### config.mk
export PLATFORM = sky130hd
export DESIGN_NAME = amdc_core
export DESIGN_NICKNAME = d
export VERILOG_FILES = /design/src/hw/amdc_pkg.sv /design/src/hw/amdc_core.sv
export SDC_FILE = /design/constraint.sdc
export NUM_CORES = 1
export LEC_CHECK = 0
export ABC_AREA = 0
export CORE_ASPECT_RATIO = 2
export CORE_MARGIN = 5
export CORE_UTILIZATION = 45
export CTS_CLUSTER_DIAMETER = 150
export DETAILED_ROUTE_END_ITERATION = 8
export DONT_BUFFER_PORTS = 1
export GPL_ROUTABILITY_DRIVEN = 0
export GPL_TIMING_DRIVEN = 0
export PLACE_DENSITY_LB_ADDON = 0.05
export SLEW_MARGIN = 20
export SYNTH_ARGS = -nofsm -noshare
export SYNTH_HDL_FRONTEND = slang
export SYNTH_SLANG_ARGS = --single-unit
### constraint.sdc
create_clock -name core_clk -period 38.7 [get_ports core_clk]
set_input_delay 1.935 -clock core_clk [delete_from_list [all_inputs] [get_ports core_clk]]
set_output_delay 1.935 -clock core_clk [all_outputs]
set_load 0.02 [all_outputs]
### src/hw/amdc_pkg.sv
// Constants and types for the Am_depth_control calibration block
package amdc_pkg;
	localparam int SEG_W       = 8;
	localparam int RATIO_W     = 6;
	localparam int SEL_BIT     = 7;
	localparam int RATIO_HI    = 6;
	localparam int RATIO_LO    = 1;
	localparam logic [7:0] CTRL_RST   = 8'h00;
	localparam logic [7:0] NORM_RST   = 8'h00;
	localparam logic [7:0] SEG_ALL_ON = 8'h00;
	localparam logic [7:0] SEG_MSB    = 8'h80;
	localparam int SETTLE_NS   = 1000;
	localparam int CLK_NS      = 25;
	localparam int SETTLE_CYC  = (SETTLE_NS + CLK_NS - 1) / CLK_NS;
	localparam int CNT_W       = 8;
	typedef enum logic [2:0] {
		AMDC_IDLE, AMDC_SETTLE, AMDC_MEAS_REF, AMDC_CALC,
		AMDC_TRY, AMDC_MEAS_TRY, AMDC_DONE
	} amdc_state_t;
endpackage

### src/hw/amdc_core.sv
// Modulation depth calibration controller and driver level select
`timescale 1ns/1ps
`default_nettype none
module amdc_core
	import amdc_pkg::*;
(
	input  wire logic             core_clk,
	input  wire logic             rst_b,
	input  wire logic [7:0]       am_depth_control,
	input  wire logic [7:0]       normal_level,
	input  wire logic [7:0]       am_modulated_level,
	input  wire logic             am_vs_ook_select,
	input  wire logic             cal_cmd,
	input  wire logic             modulate,
	output logic                  adc_start,
	input  wire logic             adc_done,
	input  wire logic [7:0]       adc_value,
	output logic [7:0]            adc_result,
	output logic [7:0]            am_depth_display,
	output logic                  tx_on,
	output logic [7:0]            antenna_driver_out_a,
	output logic [7:0]            antenna_driver_out_b,
	output logic                  cal_busy
);
	// ==========================================================
	// Calibration sequencer
	amdc_state_t       st_r, st_nxt;
	logic [7:0]        ref_r, ref_nxt;
	logic [7:0]        tgt_r, tgt_nxt;
	logic [7:0]        trial_r, trial_nxt;
	logic [7:0]        bit_r, bit_nxt;
	logic [7:0]        disp_r, disp_nxt;
	logic [CNT_W-1:0]  cnt_r, cnt_nxt;
	logic [RATIO_W-1:0] ratio;
	logic [6:0]        den;
	logic [14:0]       quo;
	logic              auto_sel;

	assign ratio    = am_depth_control[RATIO_HI:RATIO_LO];
	assign auto_sel = ~am_depth_control[SEL_BIT];
	// divide by 1.ratio; zero ratio keeps reference
	assign den = {1'b1, ratio};
	assign quo = {ref_r, {RATIO_W{1'b0}}} / {8'h00, den};

	always_comb begin
		st_nxt    = st_r;
		ref_nxt   = ref_r;
		tgt_nxt   = tgt_r;
		trial_nxt = trial_r;
		bit_nxt   = bit_r;
		disp_nxt  = disp_r;
		cnt_nxt   = cnt_r;
		case (st_r)
			AMDC_IDLE: begin
				if (cal_cmd && auto_sel) begin
					st_nxt  = AMDC_SETTLE;
					cnt_nxt = CNT_W'(SETTLE_CYC);
				end
			end
			AMDC_SETTLE: begin
				if (cnt_r == '0)
					st_nxt = AMDC_MEAS_REF;
				else
					cnt_nxt = cnt_r - CNT_W'(1);
			end
			AMDC_MEAS_REF: begin
				if (adc_done) begin
					ref_nxt = adc_value;
					st_nxt  = AMDC_CALC;
				end
			end
			AMDC_CALC: begin
				tgt_nxt   = quo[7:0];
				bit_nxt   = SEG_MSB;
				trial_nxt = SEG_MSB;
				st_nxt    = AMDC_TRY;
			end
			AMDC_TRY: st_nxt = AMDC_MEAS_TRY;
			// keep bit while amplitude stays at or above target
			// msb first, one measurement per bit
			AMDC_MEAS_TRY: begin
				if (adc_done) begin
					trial_nxt = (adc_value < tgt_r) ? (trial_r & ~bit_r)
						: trial_r;
					bit_nxt = bit_r >> 1;
					if (bit_r[0])
						st_nxt = AMDC_DONE;
					else begin
						trial_nxt = ((adc_value < tgt_r) ? (trial_r & ~bit_r)
							: trial_r) | (bit_r >> 1);
						st_nxt = AMDC_TRY;
					end
				end
			end
			AMDC_DONE: begin
				disp_nxt = trial_r;
				st_nxt   = AMDC_IDLE;
			end
			default: st_nxt = AMDC_IDLE;
		endcase
	end

	always_ff @(posedge core_clk or negedge rst_b) begin
		if (!rst_b) begin
			st_r    <= AMDC_IDLE;
			ref_r   <= 8'h00;
			tgt_r   <= 8'h00;
			trial_r <= 8'h00;
			bit_r   <= 8'h00;
			disp_r  <= 8'h00;
			cnt_r   <= '0;
		end else begin
			st_r    <= st_nxt;
			ref_r   <= ref_nxt;
			tgt_r   <= tgt_nxt;
			trial_r <= trial_nxt;
			bit_r   <= bit_nxt;
			disp_r  <= disp_nxt;
			cnt_r   <= cnt_nxt;
		end
	end

	// ==========================================================
	// Driver level outputs
	logic [7:0] drv_nxt, drv_r;
	logic [7:0] mod_lvl;
	logic       cal_act;

	assign cal_act  = (st_r != AMDC_IDLE);
	assign cal_busy = cal_act;
	assign tx_on    = cal_act;
	assign adc_start = (st_r == AMDC_SETTLE && cnt_r == '0) ||
		(st_r == AMDC_TRY);
	assign adc_result = ref_r;
	assign am_depth_display = disp_r;
	// select between calibrated and software level
	assign mod_lvl = am_depth_control[SEL_BIT] ? am_modulated_level : disp_r;

	always_comb begin
		drv_nxt = normal_level;
		if (st_r == AMDC_SETTLE || st_r == AMDC_MEAS_REF)
			drv_nxt = normal_level;
		else if (st_r == AMDC_TRY || st_r == AMDC_MEAS_TRY)
			drv_nxt = trial_r;
		// AM uses modulated level, OOK turns all segments off
		else if (modulate)
			drv_nxt = am_vs_ook_select ? mod_lvl : 8'hff;
	end

	always_ff @(posedge core_clk or negedge rst_b) begin
		if (!rst_b)
			drv_r <= SEG_ALL_ON;
		else
			drv_r <= drv_nxt;
	end

	// both drivers share the segment setting
	assign antenna_driver_out_a = drv_r;
	assign antenna_driver_out_b = drv_r;

	// ==========================================================
	// Checks
	localparam int SETTLE_DLY = SETTLE_CYC + 1;
	logic [14:0] scaled_ref;
	logic [14:0] prod_lo;
	logic [14:0] prod_hi;

	// Quotient bounded by products, independent of the divider
	// Ratio field must hold still while busy; bounds use the live field
	assign scaled_ref = {1'b0, ref_r, {RATIO_W{1'b0}}};
	assign prod_lo    = {7'h00, tgt_r} * {8'h00, den};
	assign prod_hi    = prod_lo + {8'h00, den};
endmodule // amdc_core
`default_nettype wire

==> results.cfg <==
[clock_tree]
cts_sinks = 59
hold_buffers = 0
cts.path.max_buffers = 2
clk_pin_slew_ps = 50
postCtsSetupRepairBufs = 0
htree_levels = 3
cts-root-buf = clkbuf_16
cts_buffers = 9
cts_tree = yes
clk_latency_ps = 320
post_cts_resized = 0

[setup_path]
cp-end-kind = flip-flop
crit_family = compound AO/OA/AOI/OAI gates
rrSetupSlack_ps = 20650
endpoint = tgt_r[0]$_DFFE_PN0P_
timing.critical_path.buf_inv = 9
max_stage_delay_ps = 500
worst_setup_path_start_kind = primary input
cp-startpoint = am_depth_control[1]
crit_arrival_ps = 20200
cp.required_ps = 38890
reg2regPathDepth = 83
cp_slowest_cell = or4_4
r2r-start = adc_result[3]$_DFFE_PN0P_
worstPathMaxFanout = 12
reg2reg_to = tgt_r[0]$_DFFE_PN0P_
path_depth = 85
worst-setup-path-type = in -> reg

[sta]
worst_slew_pin_slew_ps = 911.5
period_share_pct = 51.73
max_slew_margin_pct = 39.23
setup_violations = 0
rsz0062_at_grt = false
skew_ps = 5.644
fmax_mhz = 49.96
final.setup.tns_ps = 0
fin_ws_ps = 18680
slew_violations = 0
final_hold_viol_count = 0
fin_crit_ps = 20020

[final_layout]
seqCellArea_um2 = 1476
antenna_cells = 0
multi_input_area_um2 = 4523
fin_nets = 884
fill_cells = 1362
final_util_pct = 49.99
drive_gt1_share_pct = 11.54
area_growth_pct = 9.482

[logic_synthesis]
yosys_warnings = 0
synthCells = 781
syn_area_per_cell_um2 = 8.076
syn_nets = 873
netlist.area_leader.share_pct = 23.41
synth_area_leaders = dfrtp_1 23%, ha_1 11%, nand2_1 5.8%
ys_seq_area_share_pct = 23.41
syn_area_um2 = 6307
synthDistinctLibCells = 89
ys_ff_latch = 59
synth-edff-count = 0
postSynth.asyncResetShare_pct = 100.0
synth_largest_area_cell = dfrtp_1
ys.flop_type = dfrtp_1

[detailed_routing]
vias_per_cell = 5.927
vias = 5844
drt_pass1_iterations = 5
drt_iter0_drc = 212
drcViolationCount = 0
wl_mm = 18.05
detail-route-antenna-nets = 0
wl_per_cell_um = 18.31

[floorplan]
num_rows = 61
die_area_um2 = 16630
start_util_pct = 45.66
die_y_um = 177.4
ioPinCount = 73
die_x_um = 93.72
core-area_um2 = 13810

[global_routing]
grt_pass1_vias = 5914
grt.overflow.total = 0
grt_pass1_wl_mm = 28.91
grt_max_degree = 60
grt_antenna_before_repair = 0
grt_use_total_pct = 21.92

[placed_design]
io_buffers = 0
dpl.hpwl_mm = 14.97
place_ws_ps = 18470

[min_path]
hp-start = tgt_r[4]$_DFFE_PN0P_
hold_path_class = reg -> reg

[run]
drv_cap = 0

[outcome]
status = completed
-- registers in the layout, summed over array words and instances, names as in the netlist --
name / flops
am_depth_display: 8
st_r: 3
tgt_r: 8
bit_r: 8
adc_result: 8
trial_r: 8
cnt_r: 8
antenna_driver_out_a: 8
-- worst register-to-register path: cells and delay by family, from the launching register on --
kind	cells	cell delay, ps
AOI/OAI and AO/OA	36	6990
muxes	4	1190
buffers and inverters	7	1330
DFF	1	510
and+or+nand+nor	28	5160
adders and majority gates	8	2690
-- worst min-delay path by stage --
stage | cells after the start | endpoint
floorplan | 2 | tgt_r[1]$_DFFE_PN0P_
global placement | 2 | tgt_r[3]$_DFFE_PN0P_
detailed placement | 2 | tgt_r[4]$_DFFE_PN0P_
CTS | 2 | tgt_r[4]$_DFFE_PN0P_
global route | 2 | tgt_r[5]$_DFFE_PN0P_
finish | 2 | tgt_r[4]$_DFFE_PN0P_
-- cell usage in the layout, fill, tap and decap left out, types with 5 or more instances in the layout --
| cell | instances |
|---|---|
| o21ai_0 | 70 |
| nor2b_1 | 11 |
| o21a_1 | 11 |
| nand3_1 | 23 |
| a21boi_0 | 7 |
| or3_1 | 14 |
| a21o_1 | 12 |
| mux2i_1 | 15 |
| o211ai_1 | 7 |
| nand4_1 | 6 |
| buf_4 | 10 |
| nand2_1 | 97 |
| nor2_1 | 55 |
| mux2_2 | 23 |
| nand2b_1 | 12 |
| a21oi_1 | 64 |
| a31oi_1 | 8 |
| xnor2_1 | 14 |
| nor3_1 | 14 |
| o31ai_1 | 6 |
| inv_1 | 31 |
| a211oi_1 | 5 |
| ha_1 | 53 |
| and3_1 | 10 |
| dfrtp_1 | 59 |
| xor2_1 | 14 |
| clkbuf_1 | 17 |
| clkbuf_16 | 9 |
| and2_1 | 10 |
-- Yosys cell counts (4+ instances only) --
master	instances
clkbuf_1	17
nand2b_1	12
nor2b_1	11
xor2_1	14
mux2_2	23
nor2_1	55
a21o_1	12
inv_1	31
and2_1	10
a21oi_1	64
buf_4	10
o21a_1	11
and3_1	10
nand4_1	6
a211oi_1	5
nand3_1	23
ha_1	53
nand2_1	97
a21boi_0	7
a31oi_1	8
dfrtp_1	59
xnor2_1	14
o211a_1	4
or3_1	14
nor3_1	14
or2_2	4
o31ai_1	6
o211ai_1	7
mux2i_1	15
o21ai_0	70
-- cell type report --
cell class | count | area share (%)
buffer | 33 | 2.718
clock buffer | 12 | 3.859
clock inverter | 4 | 1.377
inverter | 32 | 1.739
multi-input combinational | 657 | 65.50
sequential | 59 | 21.38
tap | 189 | 3.425
-- kinds of logic (layout without fill, tap and decap cells) --
family | Yosys count | in the layout | share of synthesized area, %
xor gates and xnor gates | 29 | 29 | 4.245
DFF | 59 | 59 | 23.41
and+or+nand+nor | 286 | 286 | 23.01
AOI/OAI and AO/OA | 247 | 247 | 26.44
adders and majority gates | 54 | 54 | 10.83
muxes | 41 | 41 | 7.181
buffers and inverters | 65 | 81 | 4.880
-- stage by stage --
step | hold slack, ps | area (um^2) | cells
finish | 479.0 | 6905 | 986
global route | 508.0 | 6905 | 986
CTS | 482.4 | 6905 | 986
detailed placement | 471.4 | 6544 | 970
global placement | 464.8 | 6544 | 970
floorplan | 449.8 | 6307 | 781
-- layer usage --
layer,vias up,wire [um],track usage [%]
met5,-,0,0
li1,2881,-,-
met4,0,505,9.162
met1,2795,5862,19.28
met2,138,10880,46.63
met3,30,807,2.715
Power is left out: the tool's default activity adds up to more than one toggle a clock period on the data nets, which glitch-free logic cannot reach.
